**config.mk**
```make
export PLATFORM = sky130hd
export DESIGN_NAME = gpc_cfg_top
export DESIGN_NICKNAME = d
export VERILOG_FILES = /design/src/logic/gpc_pkg.sv /design/src/logic/gpc_pwm_decode.sv /design/src/logic/gpc_cfg_top.sv
export SDC_FILE = /design/constraint.sdc
export NUM_CORES = 1
export LEC_CHECK = 0
export ABC_AREA = 1
export BUFFER_PORTS_ARGS = -buffer_cell sky130_fd_sc_hd__buf_4
export CORE_ASPECT_RATIO = 1.1
export CORE_MARGIN = 4
export CORE_UTILIZATION = 65
export CTS_BUF_LIST = sky130_fd_sc_hd__clkbuf_2
export CTS_CLUSTER_SIZE = 8
export DETAILED_ROUTE_END_ITERATION = 6
export MAX_ROUTING_LAYER = met4
export PLACE_DENSITY = 0.86
export SLEW_MARGIN = 20
export SYNTH_ARGS = -nofsm -noshare
export SYNTH_HDL_FRONTEND = slang
export SYNTH_SLANG_ARGS = --single-unit
```
**constraint.sdc**
```tcl
create_clock -name clk_sys -period 4.9 [get_ports clk_sys]
set_clock_uncertainty 0.1 [all_clocks]
set_input_delay 0.735 -clock clk_sys [delete_from_list [all_inputs] [get_ports clk_sys]]
set_output_delay 0.735 -clock clk_sys [all_outputs]
set_load 0.03 [all_outputs]
```
**src/logic/gpc_pkg.sv**
```systemverilog
// gpc_pkg: offsets, field positions, reset values and decoder time bases
// for the pin-pair configuration slice. No timescale here; packages carry none.
package gpc_pkg;

    // register location and reset image
    localparam logic [7:0]  GPC_CFG_OFFSET = 8'h81;
    localparam logic [15:0] GPC_CFG_RESET  = 16'h8000;
    localparam logic [15:0] GPC_CFG_RO_ONE = 16'h8000;  // bits forced to one on every write

    // field positions inside gpio_pair_config
    localparam int GPC_TOP_BIT      = 15;
    localparam int GPC_SPARE_HI     = 14;
    localparam int GPC_SPARE_LO     = 12;
    localparam int GPC_FMT_ONE      = 11;
    localparam int GPC_FMT_ZERO     = 10;
    localparam int GPC_DIR_ONE      = 9;
    localparam int GPC_DIR_ZERO     = 8;
    localparam int GPC_TB_ONE_LO    = 6;
    localparam int GPC_TB_ZERO_LO   = 4;
    localparam int GPC_DAT_ONE      = 1;
    localparam int GPC_DAT_ZERO     = 0;

    // decoder time bases in master-clock periods
    localparam logic [10:0] GPC_TB_CYC_0 = 11'h010;  // 16
    localparam logic [10:0] GPC_TB_CYC_1 = 11'h040;  // 64
    localparam logic [10:0] GPC_TB_CYC_2 = 11'h100;  // 256
    localparam logic [10:0] GPC_TB_CYC_3 = 11'h400;  // 1024

    // time base code to window length in cycles
    function automatic logic [10:0] gpc_tb_cycles(input logic [1:0] code);
        case (code)
            2'h0:    gpc_tb_cycles = GPC_TB_CYC_0;
            2'h1:    gpc_tb_cycles = GPC_TB_CYC_1;
            2'h2:    gpc_tb_cycles = GPC_TB_CYC_2;
            default: gpc_tb_cycles = GPC_TB_CYC_3;
        endcase
    endfunction

endpackage

```
**src/logic/gpc_pwm_decode.sv**
```systemverilog
// gpc_pwm_decode: recovers a logic level from a pwm waveform by majority
// vote over one time-base window. Assumes sample is already synchronised.
`timescale 1ns/1ps
`default_nettype none
module gpc_pwm_decode (
    // clock and control
    input  wire logic       clk_sys,
    input  wire logic       reset_n,
    input  wire logic       clk_en,
    input  wire logic       enable,
    input  wire logic [1:0] timebase,
    // sampled pin and result
    input  wire logic       sample,
    output logic            level_q
);
    import gpc_pkg::*;

    logic [10:0] cnt_q;
    logic [10:0] cnt_d;
    logic [10:0] high_q;
    logic [10:0] high_d;
    logic        level_d;
    logic [10:0] win;
    logic [10:0] high_now;

    // window counter and high-sample tally; a duty above half decodes as one
    always_comb begin
        win      = gpc_tb_cycles(timebase);
        high_now = high_q + {10'h000, sample};
        cnt_d    = cnt_q;
        high_d   = high_q;
        level_d  = level_q;
        if (!enable) begin
            cnt_d  = 11'h000;
            high_d = 11'h000;
        end else if (cnt_q >= win - 11'h001) begin
            level_d = ({high_now, 1'b0} > {1'b0, win});
            cnt_d   = 11'h000;
            high_d  = 11'h000;
        end else begin
            cnt_d  = cnt_q + 11'h001;
            high_d = high_now;
        end
    end

    always_ff @(posedge clk_sys or negedge reset_n) begin
        if (!reset_n) begin
            cnt_q   <= 11'h000;
            high_q  <= 11'h000;
            level_q <= 1'b0;
        end else if (clk_en) begin
            cnt_q   <= cnt_d;
            high_q  <= high_d;
            level_q <= level_d;
        end
    end

    // the window never runs past the time base it was counted against; a
    // shorter time base chosen mid-window ends that window on the next edge if cnt_q is already at or past the new win - 1
    chk_window_bound: assert property (@(posedge clk_sys) disable iff (!reset_n)
        clk_en && enable
        |=> cnt_q < $past(win))
        else $error("decoder window exceeds time base");

endmodule
`default_nettype wire

```
**src/logic/gpc_cfg_top.sv**
```systemverilog
// gpc_cfg_top: configuration register and pin logic for a pair of
// general-purpose pins. Assumes a register port already decoded from the
// serial host and pins arriving asynchronously to clk_sys.
`timescale 1ns/1ps
`default_nettype none
module gpc_cfg_top (
    // clock, reset, enable
    input  wire logic        clk_sys,
    input  wire logic        reset_n,
    input  wire logic        clk_en,
    // register port
    input  wire logic [7:0]  reg_addr,
    input  wire logic        reg_wr_en,
    input  wire logic        reg_rd_en,
    input  wire logic [15:0] reg_wdata,
    output logic      [15:0] reg_rdata,
    // pin zero
    input  wire logic        aux_pin_zero_in,
    output logic             aux_pin_zero_out,
    output logic             aux_pin_zero_oe,
    // pin one
    input  wire logic        aux_pin_one_in,
    output logic             aux_pin_one_out,
    output logic             aux_pin_one_oe,
    // levels seen by the core
    output logic             pin_zero_level,
    output logic             pin_one_level
);
    import gpc_pkg::*;

    logic [15:0] cfg_q;
    logic [15:0] cfg_d;
    logic [15:0] rdata_q;
    logic [15:0] rdata_d;
    logic [1:0]  sync1_q;
    logic [1:0]  sync2_q;
    logic [1:0]  out_q;
    logic [1:0]  out_d;
    logic [1:0]  oe_q;
    logic [1:0]  oe_d;
    logic [1:0]  lvl_q;
    logic [1:0]  lvl_d;
    logic [1:0]  dec_lvl;
    logic        hit;
    logic        seen_q;

    // level handed to the core: an output reports its data bit, an input
    // either its synchronised pin or its decoder; shared by both pins
    function automatic logic pick_level(input logic is_out, input logic dat,
                                        input logic use_pwm, input logic dec,
                                        input logic pin);
        pick_level = is_out ? dat : (use_pwm ? dec : pin);
    endfunction

    assign hit = (reg_addr == GPC_CFG_OFFSET);

    // register write and read; top bit forced to one so writes cannot clear it
    always_comb begin
        cfg_d   = cfg_q;
        rdata_d = rdata_q;
        if (reg_wr_en && hit) begin
            cfg_d = reg_wdata | GPC_CFG_RO_ONE;
        end
        if (reg_rd_en && hit) begin
            rdata_d = cfg_q | GPC_CFG_RO_ONE;
        end
    end

    // reset image clears direction and format bits
    always_ff @(posedge clk_sys or negedge reset_n) begin
        if (!reset_n) begin
            cfg_q   <= GPC_CFG_RESET;
            rdata_q <= 16'h0000;
        end else if (clk_en) begin
            cfg_q   <= cfg_d;
            rdata_q <= rdata_d;
        end
    end

    // two-stage synchroniser; only the second stage feeds any logic
    always_ff @(posedge clk_sys or negedge reset_n) begin
        if (!reset_n) begin
            sync1_q <= 2'h0;
            sync2_q <= 2'h0;
        end else if (clk_en) begin
            sync1_q <= {aux_pin_one_in, aux_pin_zero_in};
            sync2_q <= sync1_q;
        end
    end

    // one decoder per pin, idle unless the pin is a pwm-format input
    gpc_pwm_decode u_dec_zero (
        .clk_sys  (clk_sys),
        .reset_n  (reset_n),
        .clk_en   (clk_en),
        .enable   (cfg_q[GPC_FMT_ZERO] && !cfg_q[GPC_DIR_ZERO]),
        .timebase (cfg_q[GPC_TB_ZERO_LO+1:GPC_TB_ZERO_LO]),
        .sample   (sync2_q[0]),
        .level_q  (dec_lvl[0])
    );

    gpc_pwm_decode u_dec_one (
        .clk_sys  (clk_sys),
        .reset_n  (reset_n),
        .clk_en   (clk_en),
        .enable   (cfg_q[GPC_FMT_ONE] && !cfg_q[GPC_DIR_ONE]),
        .timebase (cfg_q[GPC_TB_ONE_LO+1:GPC_TB_ONE_LO]),
        .sample   (sync2_q[1]),
        .level_q  (dec_lvl[1])
    );

    // pin drive and core levels; format bits are ignored for outputs, so an
    // output pin only ever carries the static data bit
    always_comb begin
        oe_d  = {cfg_q[GPC_DIR_ONE], cfg_q[GPC_DIR_ZERO]};
        out_d = {cfg_q[GPC_DAT_ONE], cfg_q[GPC_DAT_ZERO]};
        lvl_d[0] = pick_level(cfg_q[GPC_DIR_ZERO], cfg_q[GPC_DAT_ZERO],
                              cfg_q[GPC_FMT_ZERO], dec_lvl[0], sync2_q[0]);
        lvl_d[1] = pick_level(cfg_q[GPC_DIR_ONE], cfg_q[GPC_DAT_ONE],
                              cfg_q[GPC_FMT_ONE], dec_lvl[1], sync2_q[1]);
    end

    always_ff @(posedge clk_sys or negedge reset_n) begin
        if (!reset_n) begin
            oe_q  <= 2'h0;
            out_q <= 2'h0;
            lvl_q <= 2'h0;
        end else if (clk_en) begin
            oe_q  <= oe_d;
            out_q <= out_d;
            lvl_q <= lvl_d;
        end
    end

    assign reg_rdata        = rdata_q;
    assign aux_pin_zero_out = out_q[0];
    assign aux_pin_zero_oe  = oe_q[0];
    assign aux_pin_one_out  = out_q[1];
    assign aux_pin_one_oe   = oe_q[1];
    assign pin_zero_level   = lvl_q[0];
    assign pin_one_level    = lvl_q[1];

    // helper: low until the first enabled edge after reset
    always_ff @(posedge clk_sys or negedge reset_n) begin
        if (!reset_n) begin
            seen_q <= 1'b0;
        end else if (clk_en) begin
            seen_q <= 1'b1;
        end
    end

    // register checks; every antecedent but that of chk_fmt_reset carries clk_en since a frozen edge
    // takes nothing, and a check without it would fire on a held strobe
    chk_spare_store: assert property (@(posedge clk_sys) disable iff (!reset_n)
        clk_en && reg_wr_en && hit
        |=> cfg_q[GPC_SPARE_HI:GPC_SPARE_LO] == $past(reg_wdata[GPC_SPARE_HI:GPC_SPARE_LO]))
        else $error("spare bits not stored");

    chk_top_write: assert property (@(posedge clk_sys) disable iff (!reset_n)
        clk_en && reg_wr_en && hit
        |=> cfg_q[GPC_TOP_BIT])
        else $error("top bit cleared by a write");

    chk_top_bit: assert property (@(posedge clk_sys) disable iff (!reset_n)
        clk_en && reg_rd_en && hit
        |=> reg_rdata[GPC_TOP_BIT] && cfg_q[GPC_TOP_BIT])
        else $error("top bit did not read one");

    chk_fmt_reset: assert property (@(posedge clk_sys) disable iff (!reset_n)
        !seen_q
        |-> cfg_q == GPC_CFG_RESET)
        else $error("format or direction not cleared by reset");

    // pin checks: core levels, drive and direction
    chk_one_pwm_level: assert property (@(posedge clk_sys) disable iff (!reset_n)
        clk_en && !cfg_q[GPC_DIR_ONE] && cfg_q[GPC_FMT_ONE]
        |=> pin_one_level == $past(dec_lvl[1]))
        else $error("pin one pwm level wrong");

    chk_one_static_lvl: assert property (@(posedge clk_sys) disable iff (!reset_n)
        clk_en && !cfg_q[GPC_DIR_ONE] && !cfg_q[GPC_FMT_ONE]
        |=> pin_one_level == $past(sync2_q[1]))
        else $error("pin one static level wrong");

    chk_zero_pwm_level: assert property (@(posedge clk_sys) disable iff (!reset_n)
        clk_en && !cfg_q[GPC_DIR_ZERO] && cfg_q[GPC_FMT_ZERO]
        |=> pin_zero_level == $past(dec_lvl[0]))
        else $error("pin zero pwm level wrong");

    chk_zero_static_lvl: assert property (@(posedge clk_sys) disable iff (!reset_n)
        clk_en && !cfg_q[GPC_DIR_ZERO] && !cfg_q[GPC_FMT_ZERO]
        |=> pin_zero_level == $past(sync2_q[0]))
        else $error("pin zero static level wrong");

    chk_out_static: assert property (@(posedge clk_sys) disable iff (!reset_n)
        clk_en && cfg_q[GPC_DIR_ZERO]
        |=> aux_pin_zero_oe && aux_pin_zero_out == $past(cfg_q[GPC_DAT_ZERO]))
        else $error("pin zero output not static data");

    chk_one_out_static: assert property (@(posedge clk_sys) disable iff (!reset_n)
        clk_en && cfg_q[GPC_DIR_ONE]
        |=> aux_pin_one_oe && aux_pin_one_out == $past(cfg_q[GPC_DAT_ONE]))
        else $error("pin one output not static data");

    chk_one_dir_in: assert property (@(posedge clk_sys) disable iff (!reset_n)
        clk_en && !cfg_q[GPC_DIR_ONE]
        |=> !aux_pin_one_oe)
        else $error("pin one driven while input");

    chk_zero_dir_out: assert property (@(posedge clk_sys) disable iff (!reset_n)
        clk_en
        |=> aux_pin_zero_oe == $past(cfg_q[GPC_DIR_ZERO]))
        else $error("pin zero drive does not follow direction");

endmodule
`default_nettype wire

```
; ---- Word-level counts from Yosys, hierarchy flattened
; Cells that the tools add are included.
[totals]
regBits = 87
in_bits = 31
output_inout_bits = 22
wordCells = 54
[op_classes]
magnitude_cmp = 4
n_mux = 14
eq_ne = 5
addsub = 6
n_reduce_logical = 12
[ops]
columns = cell, count
row1 = $mux W11, 8
row2 = $pmux W11 S3, 2
row3 = $gt A12 B11 Y1, 2
row4 = $add A11 B1 Y11, 2
row5 = $add A11 B1 Y11 const B, 2
row6 = $ge A11 B11 Y1, 2
row7 = $sub A11 B1 Y11 const B, 2
row8 = $eq A8 B8 Y1 const B, 1
row9 = $reduce_and A3 Y1, 2
row10 = $eq A2 B1 Y1 const B, 2
row11 = $eq A2 B2 Y1 const B, 2
row12 = $logic_and A1 B1 Y1, 4
row13 = $logic_not A2 Y1, 2
row14 = $mux W1, 4
row15 = $reduce_and A2 Y1, 2
row16 = $logic_not A1 Y1, 2

; ---- Depth between registers and ports, before layout
; Gate-level depths: netlist of run 1.
[logic_depth]
depth_word = 6
ltp_mapped = 16
ltp_nobuf = 16

; ---- Modules after synthesis
; From an unflattened synthesis of run 1, not the netlist that was laid out.
[unflattened]
cells_unflattened = 658
area_unflattened_um2 = 5156.2
[modules_own_cells]
columns = mod, n_inst, area_each_um2, cells_each, seq_area_each_um2
row1 = gpc_pwm_decode, 2, 1685.4, 228, 575.6
row2 = gpc_cfg_top, 1, 1785.5, 202, 1026.0

; ---- Worst setup path before layout of run 1
; OpenSTA, ideal clock, no wires.
[synth_timing]
kind = register to register
from = reg u_dec_one.high_q[0]
to = reg u_dec_one.level_q
setup_ps = 120
arrival_ps = 2005
synth_period_minus_slack_ps = 2226
t_required_ps = 4680
n_path_buf = 0
setup_slack_ps = 2674
stages_incl_launch_ff = 17
path_cell_list = dfrtp_1 ha_1 nand4_1 nor2_1 nand2_1 xor2_1 inv_1 ha_1 nand2_1 nor3_1 nand2_1 a21oi_1 nand2_1 nor2_1 nand2_1 nand3_1 nand2_1
[synth_between]
elab_chain_len = 2
[synth_rtl]
columns = item, line_no
row1 = from (decl), gpc_pwm_decode.sv:20  ; logic [10:0] high_q;
row2 = from (signal assigned), gpc_pwm_decode.sv:53  ; high_q <= high_d;
row3 = $add A11 B1 Y11, gpc_pwm_decode.sv:29  ; high_now = high_q + {10'h000, sample};
row4 = $gt A12 B11 Y1, gpc_pwm_decode.sv:37  ; level_d = ({high_now, 1'b0} > {1'b0, win});
row5 = to (signal assigned), gpc_pwm_decode.sv:54  ; level_q <= level_d;
row6 = to (decl), gpc_pwm_decode.sv:14  ; output logic level_q
; No other way between the ends.
; A chain may end at the register's enable or synchronous reset.

; ---- Worst setup path in the final report of run 1
[layout_timing]
from = in clk_en
to = reg rdata_q[9] (netlist: reg_rdata[9])
[layout_between]
elab_chain_len = 1
[layout_rtl]
columns = item, line_no
row1 = from (decl), gpc_cfg_top.sv:10  ; input wire logic clk_en,
row2 = $reduce_and A2 Y1 (no line), --
row3 = to (signal assigned), gpc_cfg_top.sv:76  ; rdata_q <= rdata_d;
row4 = to (decl), gpc_cfg_top.sv:33  ; logic [15:0] rdata_q;
; No other way between the ends.

==> flow_metrics.py, run 1 <==
metrics = {
    "run_status": {
        "status": "complete, no violations",
    },
    "final_layout": {
        "syn_to_final_growth_pct": 12.2,
        "final_cell_area_um2": 5310,
        "nFillCells": 503,
        "instances_no_fill": 734,
        "n_antenna_cell": 0,
        "final_layout_size_suffix_gt1_share_pct": 15.3,
        "nets": 696,
    },
    "clock_tree": {
        "clk_latency_ns": 0.55,
        "cts_resized": 0,
        "path_clk_slew_ns": 0.26,
        "cts_buffers": 9,
        "clockRootBuffer": "clkbuf_2",
        "clock-sinks": 87,
        "cts_tree": "built",
        "clock_path_buffers": 2,
        "htreeDepth": 3,
        "post-cts-setup-buffer-count": 0,
        "holdBufCountCts": 0,
    },
    "power": {
        "ir_worst_vdd_mv": 0.186,
        "p_leak_nw": 2.75,
        "powerDensity_nw_per_um2": 243,
    },
    "synthesis": {
        "synth.distinct_cells": 37,
        "ys_seq_elements": 87,
        "synthArstFlopShare_pct": 100,
        "syn_area_um2": 4730,
        "yosys-top-cells-area": "dfrtp_1, nand2_1, ha_1",
        "synth_fp_nets": 648,
        "yosys_warnings": 0,
        "yosysSeqAreaShare_pct": 46.0,
        "yosys_most_used_dff": "dfrtp_1",
        "netlist_instances": 596,
        "synth_top_area_share_pct": 46.0,
        "synth.avg_cell_area_um2": 7.94,
        "yosys.area.top_type": "dfrtp_1",
        "synth-edff-count": 0,
    },
    "timing": {
        "hold_violations": 0,
        "setup_viol": 0,
        "relSlewSlack_pct": 29.0,
        "tightest_slew_ns": 1.06,
        "hold_slack_ns": 0.0627,
        "finalSetupTns_ns": 0,
        "min_period_ns": 2.91,
        "period_share_pct": 59.4,
        "rsz0062_at_grt": "no",
        "drv_slew": 0,
        "clock.fmax_mhz": 343,
        "fin_ws_ns": 1.99,
    },
    "floorplanning": {
        "design.core.area_um2": 7050,
        "pin_count": 53,
        "fp.dieArea_um2": 8710,
        "start_util_pct": 67.1,
        "row_count": 32,
        "dieWidth_um": 89.3,
        "die_h_um": 97.5,
    },
    "worst_setup_path": {
        "critPathKind": "input pin to register",
        "reg2reg_depth": 16,
        "slowest_delay_ns": 0.82,
        "required_ns": 5.25,
        "start_kind": "input pin",
        "worst_path_max_delay_cell": "nand3_1",
        "cp_max_fo": 40,
        "r2r_setup_slack_ns": 2.27,
        "path_cells": "buf_4 -> inv_2 -> nor3b_1 -> nand3_1 -> o21ai_0",
        "critical_path.startpoint": "clk_en",
        "worstPathArrival_ns": 3.27,
        "end_kind": "register",
        "r2r_end": "u_dec_one.level_q",
        "r2r-start": "sync2_q[1]",
    },
    "routing": {
        "drtIter0Drc": 162,
        "wl_um": 10000,
        "vias_per_cell": 5.46,
        "vias": 4004,
        "routedWlPerCell_um": 13.7,
        "drtPass1Iterations": 4,
        "final_antenna_net_count": 0,
        "drc": 0,
    },
    "grt": {
        "gr-total-overflow": 0,
        "grt_max_degree": 88,
        "grt_antenna_before_repair": 0,
        "grt_first_pass_wirelength_um": 17100,
        "track_usage_pct": 25.1,
        "first_global_vias": 3915,
    },
    "placed_design": {
        "placed_cells": 718,
        "routabilityCongestion": 0.898,
        "post-place-ws_ns": 1.52,
        "place_area_um2": 5160,
        "io_buffers": 51,
        "dp_hpwl_um": 7130,
    },
    "worst_hold_path": {
        "holdCritPathClass": "input pin to async pin",
    },
    "job": {
        "drv_cap": 0,
    },
}
[power breakdown]
part           switching (W)  total (W)  internal (W)
registers          0.0000103   0.000746      0.000735
logic              0.0000724   0.000115     0.0000423
clock network       0.000256   0.000431      0.000174
[critical path: cells and delay by family]
kind	cells	cell delay, ns
buf+inv	2	0.78
simple gates	2	1.24
compound gates	1	0.48
[cell usage in the layout, fill, tap and decap left out, types with 2 or more instances in the layout]
| cell | synthesis | final |
|---|---|---|
| a21oi_1 | 26 | 26 |
| buf_4 | 0 | 50 |
| bufinv_16 | 0 | 2 |
| clkbuf_2 | 0 | 10 |
| clkinv_4 | 0 | 2 |
| dfrtp_1 | 87 | 87 |
| ha_1 | 21 | 21 |
| inv_1 | 70 | 70 |
| inv_2 | 7 | 7 |
| nand2_1 | 163 | 163 |
| nand2_2 | 2 | 2 |
| nand3_1 | 34 | 33 |
| nand3_2 | 1 | 2 |
| nand4_1 | 6 | 6 |
| nor2_1 | 57 | 57 |
| nor2_2 | 3 | 3 |
| nor3_1 | 6 | 6 |
| o21ai_0 | 29 | 29 |
| o21ai_1 | 13 | 13 |
| o22ai_1 | 16 | 16 |
| o22ai_2 | 10 | 10 |
| or2_2 | 2 | 2 |
| xnor2_1 | 3 | 3 |
| xor2_1 | 13 | 13 |
[kinds of logic after synthesis]
family | count (synthesis) | share of synthesized area [%]
DFF | 87 | 46.0
AOI/OAI and AO/OA | 97 | 12.5
and+or+nand+nor | 284 | 25.6
xor gates and xnor gates | 16 | 2.96
buffers and inverters | 91 | 7.43
adders and majority gates | 21 | 5.56
[sequential cells by signal (all words and copies together) (netlist names)]
| signal | count |
|---|---|
| reg_rdata | 16 |
| cfg_q | 15 |
| u_dec_one.cnt_q | 11 |
| u_dec_one.high_q | 11 |
| u_dec_zero.cnt_q | 11 |
| u_dec_zero.high_q | 11 |
| lvl_q | 2 |
| oe_q | 2 |
| out_q | 2 |
| sync1_q | 2 |
| sync2_q | 2 |
| u_dec_one.level_q | 1 |
| u_dec_zero.level_q | 1 |
[worst max-delay path by stage]
stage / to / slack [ns] / depth (start not counted)
3_5_place_dp: reg_rdata[9] / 1.52 / 5
3_3_place_gp: cfg_q[10] / 1.66 / 6
5_1_grt: reg_rdata[9] / 1.80 / 5
6_report: reg_rdata[9] / 1.99 / 5
2_1_floorplan: u_dec_one.level_q / 2.67 / 16
4_1_cts: reg_rdata[9] / 2.09 / 5
[cell usage after synthesis, types with 2 or more instances]
cell type and count:
nor2_2 3, nand4_1 6, clkbuf_1 10, nand2_1 163, o21ai_0 29, xor2_1 13
buf_2 2, inv_1 70, xnor2_1 3, o21ai_1 13, nand2_2 2, nor3_1 6
dfrtp_1 87, nor2_1 57, or2_2 2, ha_1 21, nand3_1 34, o22ai_2 10
o22ai_1 16, inv_2 7, a21oi_1 26
[layout make-up]
cell class | count | area, µm² | share of cell area, %
well taps | 85 | 106 | 2.00
repair buffers | 51 | 387 | 7.28
multi-input cells | 418 | 2210 | 41.6
clock inverters | 6 | 93.8 | 1.77
inverters | 77 | 289 | 5.44
clock buffers | 10 | 50.0 | 0.943
flip-flops and latches | 87 | 2180 | 41.0
[per-layer routing]
| metal | share of wire (%) | vias up | GRT usage [%] | wire length, µm |
|---|---|---|---|---|
| met3 | 3.8 | 15 | 3.22 | 383 |
| met4 | 1.2 | 0 | 7.45 | 117 |
| met1 | 42 | 1900 | 29.7 | 4260 |
| li1 | - | 2023 | - | - |
| met5 | 0 | - | - | 0 |
| met2 | 53 | 66 | 43.9 | 5280 |
[metrics by stage]
stage / total power, W / utilization [%]
floorplan: 0.000814 / -
global placement: 0.000870 / 73.2
detailed placement: 0.000873 / 73.2
CTS: 0.00130 / 75.2
global route: 0.00135 / 75.3
finish: 0.00129 / 75.3
Power figures use the tool's default switching activity.
==> run 2, diff against run 1 <==
- ABC_AREA: 1 -> 0
- CORE_UTILIZATION: 65 -> 61
- PLACE_DENSITY: 0.86 -> 0.82
- clock period: 4.9 -> 2.7 ns (I/O delays scaled with it)
==> flow_metrics.py, run 2 <==
metrics = {
    "run_status": {
        "status": "complete, no violations",
    },
    "power": {
        "swShare_pct": 27.6,
        "p_int_w": 0.00158,
        "p_switching_w": 0.000602,
        "powerDensity_nw_per_um2": 385,
        "ir_worst_vdd_mv": 0.284,
        "seq_power_share_pct": 62.2,
        "power_w": 0.00218,
        "p_leak_nw": 2.66,
        "p_clk_share_pct": 26.5,
        "combPwrFrac_pct": 11.3,
    },
    "timing": {
        "period_share_pct": 98.3,
        "min_period_ns": 2.65,
        "hold_violations": 0,
        "drv_slew": 0,
        "clock.fmax_mhz": 377,
        "tightest_slew_ns": 0.603,
        "setup_viol": 0,
        "finalSetupTns_ns": 0,
        "fin_ws_ns": 0.0467,
        "relSlewSlack_pct": 59.8,
        "rsz0062_at_grt": "yes",
    },
    "synthesis": {
        "ys_seq_elements": 87,
        "syn_area_um2": 4670,
        "synth.avg_cell_area_um2": 10.5,
        "synth_most_common_cell": "dfrtp_1",
        "synth_common_cells": "dfrtp_1, mux2_2, nand2_1",
        "synth-edff-count": 0,
        "synthArstFlopShare_pct": 100,
        "yosys-top-cells-area": "dfrtp_1, mux2_2, ha_1",
        "synth.distinct_cells": 56,
        "yosys_warnings": 0,
        "yosysSeqAreaShare_pct": 46.6,
        "synth_top_area_share_pct": 46.6,
        "netlist_instances": 444,
        "synth_fp_nets": 496,
        "yosys.area.top_type": "dfrtp_1",
        "yosys_most_used_dff": "dfrtp_1",
    },
    "floorplanning": {
        "row_count": 33,
        "die_h_um": 99.8,
        "start_util_pct": 62.5,
        "dieWidth_um": 91.4,
        "fp.dieArea_um2": 9120,
        "design.core.area_um2": 7470,
        "pin_count": 53,
    },
    "worst_setup_path": {
        "slowest_delay_ns": 0.44,
        "critPathKind": "register to register",
        "cp_max_fo": 3,
        "end_kind": "register",
        "required_ns": 3.08,
        "start_kind": "register",
        "crit_path_frequent_cell": "and3_4",
        "path_cells": "ha_2 -> and3_4 -> nand3_4 -> nor2_4 -> and3_4 -> xor2_2 -> ha_1 -> nand4_1 -> mux2i_1 -> o221ai_1 -> and3_1 -> o41ai_2",
        "worstPathArrival_ns": 3.03,
        "worst_path_max_delay_cell": "dfrtp_1",
    },
    "routing": {
        "drtIter0Drc": 152,
        "drc": 0,
        "wl_met3_um": 473,
        "final_antenna_net_count": 0,
        "vias_per_cell": 5.95,
        "routedWlPerCell_um": 16.7,
        "vias": 3795,
        "drtPass1Iterations": 4,
        "wl_um": 10600,
        "m1WireLength_um": 4320,
        "routed.top_layer": "met4",
        "wl_met2_um": 5570,
    },
    "final_layout": {
        "final_layout_size_suffix_gt1_share_pct": 28.7,
        "n_antenna_cell": 0,
        "nets": 580,
        "syn_to_final_growth_pct": 21.1,
        "largest_reg_flops": 16,
        "layout_commonest_cell": "dfrtp_1",
        "mostFrequentLayoutCells": "dfrtp_1, buf_4, mux2_2",
    },
    "placed_design": {
        "dp_hpwl_um": 7140,
        "routabilityCongestion": 0.934,
        "post-place-ws_ns": -0.0618,
        "io_buffers": 51,
    },
    "grt": {
        "grt_first_pass_wirelength_um": 18100,
        "track_usage_pct": 25.3,
        "gr-total-overflow": 0,
        "grt_max_degree": 47,
        "first_global_vias": 3938,
        "grt_antenna_before_repair": 0,
    },
    "clock_tree": {
        "clock-sinks": 87,
        "cts_tree": "built",
        "path_clk_slew_ns": 0.26,
        "clk_latency_ns": 0.55,
        "cts_buffers": 9,
        "htreeDepth": 3,
        "clock_path_buffers": 2,
        "clockRootBuffer": "clkbuf_2",
    },
    "worst_hold_path": {
        "holdCritPathClass": "input pin to register",
    },
    "job": {
        "drv_cap": 0,
    },
}
[run 2: cell types whose count changed after synthesis, sizes merged, moves of 10 or more]
cell / delta
o21ai: -21
a22o: +14
and3: +15
nor2: -44
nand3: -12
inv: -65
nand2: -133
a31oi: +17
xnor2: +10
mux2: +39
o22ai: -25
[run 2: routing by layer]
| metal | up-vias | global-route usage [%] |
|---|---|---|
| met5 | - | - |
| met4 | 0 | 9.98 |
| met3 | 31 | 4.35 |
| met2 | 111 | 42.3 |
| met1 | 1844 | 30.7 |
| li1 | 1809 | - |
[run 2: power groups by stage]
| stage | Clock, W | Combinational (W) | Sequential, W |
|---|---|---|---|
| final | 0.000577 | 0.000246 | 0.00136 |
| after detailed placement | 0 | 0.000206 | 0.00138 |
| after CTS | 0.000581 | 0.000234 | 0.00135 |
| after floorplan | 0 | 0.0000858 | 0.00139 |
| after global placement | 0 | 0.000199 | 0.00137 |
| after global routing | 0.000648 | 0.000270 | 0.00136 |
[run 2: cell type report]
| cell class | count | area (µm²) |
|---|---|---|
| Fill cell | 458 | 1820 |
| Clock inverter | 6 | 35.0 |
| Sequential cell | 87 | 2180 |
| Multi-Input combinational cell | 321 | 2430 |
| Timing Repair Buffer | 96 | 778 |
| Inverter | 13 | 48.8 |
| Tap cell | 105 | 131 |
| Clock buffer | 10 | 50.0 |
[run 2: path summary, 6_finish.rpt]
kind / cells after the start / slack (ns) / endpoint / start
min reg2reg: 1 / 0.41 / reg_rdata[15] / reg_rdata[15]
max: 12 / 0.05 / u_dec_one.level_q / sync2_q[1]
max reg2reg: 12 / 0.05 / u_dec_one.level_q / sync2_q[1]
min: 2 / 0.09 / lvl_q[1] / clk_en
min in group asynchronous: 2 / 0.26 / u_dec_one.cnt_q[10] / reset_n
max in group asynchronous: 3 / 1.55 / oe_q[0] / reset_n
[run 2: stage by stage]
| stage | cell area, µm² | hold WS (ns) | utilization [%] | instances |
|---|---|---|---|---|
| floorplan | 4670 | 0.00941 | - | 444 |
| detailed placement | 5240 | 0.354 | 70.1 | 599 |
| CTS | 5550 | 0.0593 | 74.2 | 634 |
| global placement | 5240 | 0.346 | 70.1 | 599 |
| global route | 5650 | 0.0412 | 75.7 | 638 |
| finish | 5650 | 0.0917 | 75.7 | 638 |
[run 2: critical path, delay by kind of cell (launching register included)]
kind / cells / cell delay [ns]
adders and majority gates: 2 / 0.52
and+or+nand+nor: 6 / 0.88
AOI/OAI and AO/OA: 2 / 0.40
muxes: 1 / 0.18
DFF: 1 / 0.44
xor gates and xnor gates: 1 / 0.07
[run 2: timing repair]
item / CTS / global route
setup endpoints to repair: 2 / 15
gates resized for setup: 8 / 13
buffers inserted: 1 / 4
pin swaps: 2 / 7
hold buffers: 18 / 0
endpoints found under the hold margin: 62 / 0
[run 2: kinds of logic (layout without fill, tap and decap cells)]
| family | Yosys count | after routing | share of synthesized area (%) |
|---|---|---|---|
| simple gates | 131 | 131 | 14.5 |
| compound gates | 103 | 103 | 15.0 |
| flops | 87 | 87 | 46.6 |
| mux | 44 | 44 | 10.5 |
| buf+inv | 36 | 125 | 3.67 |
| fa+ha+maj | 22 | 22 | 5.87 |
| xor+xnor | 21 | 21 | 3.94 |
==> run 3, diff against run 2 <==
- ABC_CLOCK_PERIOD_IN_PS: default -> 2700
- REMOVE_ABC_BUFFERS: default -> 1
==> flow_metrics.py, run 3 (synthesis results as in run 2) <==
metrics = {
    "clock_tree": {
        "clock-sinks": 87,
        "clockRootBuffer": "clkbuf_2",
        "clk_latency_ns": 0.56,
        "clock_path_buffers": 2,
        "cts_buffers": 9,
        "path_clk_slew_ns": 0.27,
        "htreeDepth": 3,
        "cts_tree": "built",
    },
    "timing": {
        "tightest_slew_ns": 0.656,
        "setup_viol": 1,
        "period_share_pct": 100,
        "hold_violations": 0,
        "fin_ws_ns": -0.00844,
        "finalSetupTns_ns": -0.00844,
        "clock.fmax_mhz": 369,
        "hold_slack_ns": 0.0799,
        "min_period_ns": 2.71,
        "relSlewSlack_pct": 56.3,
        "drv_slew": 0,
        "rsz0062_at_grt": "yes",
    },
    "final_layout": {
        "regArea_um2": 2180,
        "multiInputGateArea_um2": 2450,
        "final_layout_size_suffix_gt1_share_pct": 29.3,
        "syn_to_final_growth_pct": 23.0,
        "mostFrequentLayoutCells": "dfrtp_1, buf_4, mux2_2",
        "nets": 584,
        "largest_reg_flops": 16,
        "final_cell_area_um2": 5750,
        "layout_commonest_cell": "dfrtp_1",
        "nFillCells": 510,
    },
    "placed_design": {
        "routabilityCongestion": 0.942,
        "place_area_um2": 5270,
        "io_buffers": 51,
        "post-place-ws_ns": -0.0730,
        "dp_hpwl_um": 7260,
    },
    "floorplanning": {
        "die_h_um": 99.8,
        "pin_count": 53,
        "fp.dieArea_um2": 9120,
        "start_util_pct": 62.5,
        "row_count": 33,
        "dieWidth_um": 91.4,
        "design.core.area_um2": 7470,
    },
    "routing": {
        "final_antenna_net_count": 0,
        "routedWlPerCell_um": 17.6,
        "drc": 0,
        "wl_um": 11300,
        "vias": 3815,
        "drtIter0Drc": 254,
        "vias_per_cell": 5.94,
        "drtPass1Iterations": 5,
    },
    "worst_setup_path": {
        "reg2reg_depth": 12,
        "critPathKind": "register to register",
        "r2r_setup_slack_ns": -0.008,
        "end_kind": "register",
        "cp_max_fo": 3,
        "start_kind": "register",
        "r2r-start": "sync2_q[1]",
        "required_ns": 3.10,
        "worstPathArrival_ns": 3.11,
        "r2r_end": "u_dec_one.level_q",
    },
    "grt": {
        "grt_antenna_before_repair": 1,
        "grt_first_pass_wirelength_um": 18300,
        "first_global_vias": 3834,
        "track_usage_pct": 25.9,
        "grt_max_degree": 50,
        "gr-total-overflow": 0,
    },
    "worst_hold_path": {
        "holdCritPathClass": "input pin to register",
        "hold_path_depth": 2,
        "hp-start": "clk_en",
        "holdPathEnd": "lvl_q[0]",
    },
    "power": {
        "ir_worst_vdd_mv": 0.400,
        "powerDensity_nw_per_um2": 400,
        "power_w": 0.00230,
        "p_leak_nw": 2.70,
    },
    "job": {
        "drv_cap": 0,
    },
    "run_status": {
        "violations": "setup timing",
        "status": "finished, violations left",
    },
}
run 3: cell types whose count changed in the layout (fill, tap and decap cells not counted), moves of 2 or more:
cell	previous run	this run
clkinv_2	3	0
nand3_4	1	3
clkinv_4	0	2
nand3_2	3	0
buf_4	77	80
run 3: worst max-delay path: stages (launching register included):
cell	delay [ns]
dfrtp_1	0.45
ha_2	0.20
and3_4	0.20
nand3_4	0.10
nor2_4	0.04
and3_4	0.18
xor2_2	0.15
ha_1	0.31
nand4_1	0.10
mux2i_1	0.19
o221ai_1	0.13
and3_1	0.21
o41ai_2	0.30
run 3: stage by stage:
step	cells	util, %
floorplan	421	-
global placement	601	70.5
detailed placement	601	70.5
CTS	636	74.9
global route	642	76.9
finish	642	76.9
run 3: repair_timing:
item	CTS	global route
endpoints found under the hold margin	65	0
setup buffers	2	5
pin swaps	1	14
endpoints found under the setup margin	2	2
hold buffers	18	0
gates resized for setup	4	18
run 3: metal layers:
metal  vias up  wire length (µm)  track usage [%]
li1       1811                 -                -
met1      1876              4580             31.3
met2       103              5920             42.7
met3        25               458             3.90
met4         0               335             12.2
met5         -                 0                -
run 3: report_power, final:
| group | internal, W | switching (W) | total [W] |
|---|---|---|---|
| Sequential | 0.00133 | 0.0000218 | 0.00135 |
| Clock | 0.000214 | 0.000475 | 0.000689 |
| Combinational | 0.000132 | 0.000126 | 0.000258 |
| Total | 0.00168 | 0.000623 | 0.00230 |
run 3: final cells by class:
class / count / share of cell area (%)
antenna: 1 / 0.0436
sequential: 87 / 37.9
clock buffer: 9 / 0.784
inverter: 13 / 0.849
timing repair buffer: 100 / 14.3
clock inverter: 6 / 1.24
multi-input combinational: 321 / 42.6
tap: 105 / 2.29
run 3: worst max-delay path by stage:
stage,endpoint,slack [ns],cells past startpoint,startpoint
4_1_cts,u_dec_one.level_q,0.02,12,u_dec_one.high_q[0]
3_3_place_gp,u_dec_zero.level_q,0.06,11,u_dec_zero.high_q[0]
3_5_place_dp,u_dec_one.level_q,-0.07,12,u_dec_one.high_q[0]
2_1_floorplan,u_dec_one.level_q,0.11,12,u_dec_one.high_q[0]
6_report,u_dec_one.level_q,-0.008,12,sync2_q[1]
5_1_grt,u_dec_one.level_q,-0.17,12,sync2_q[1]
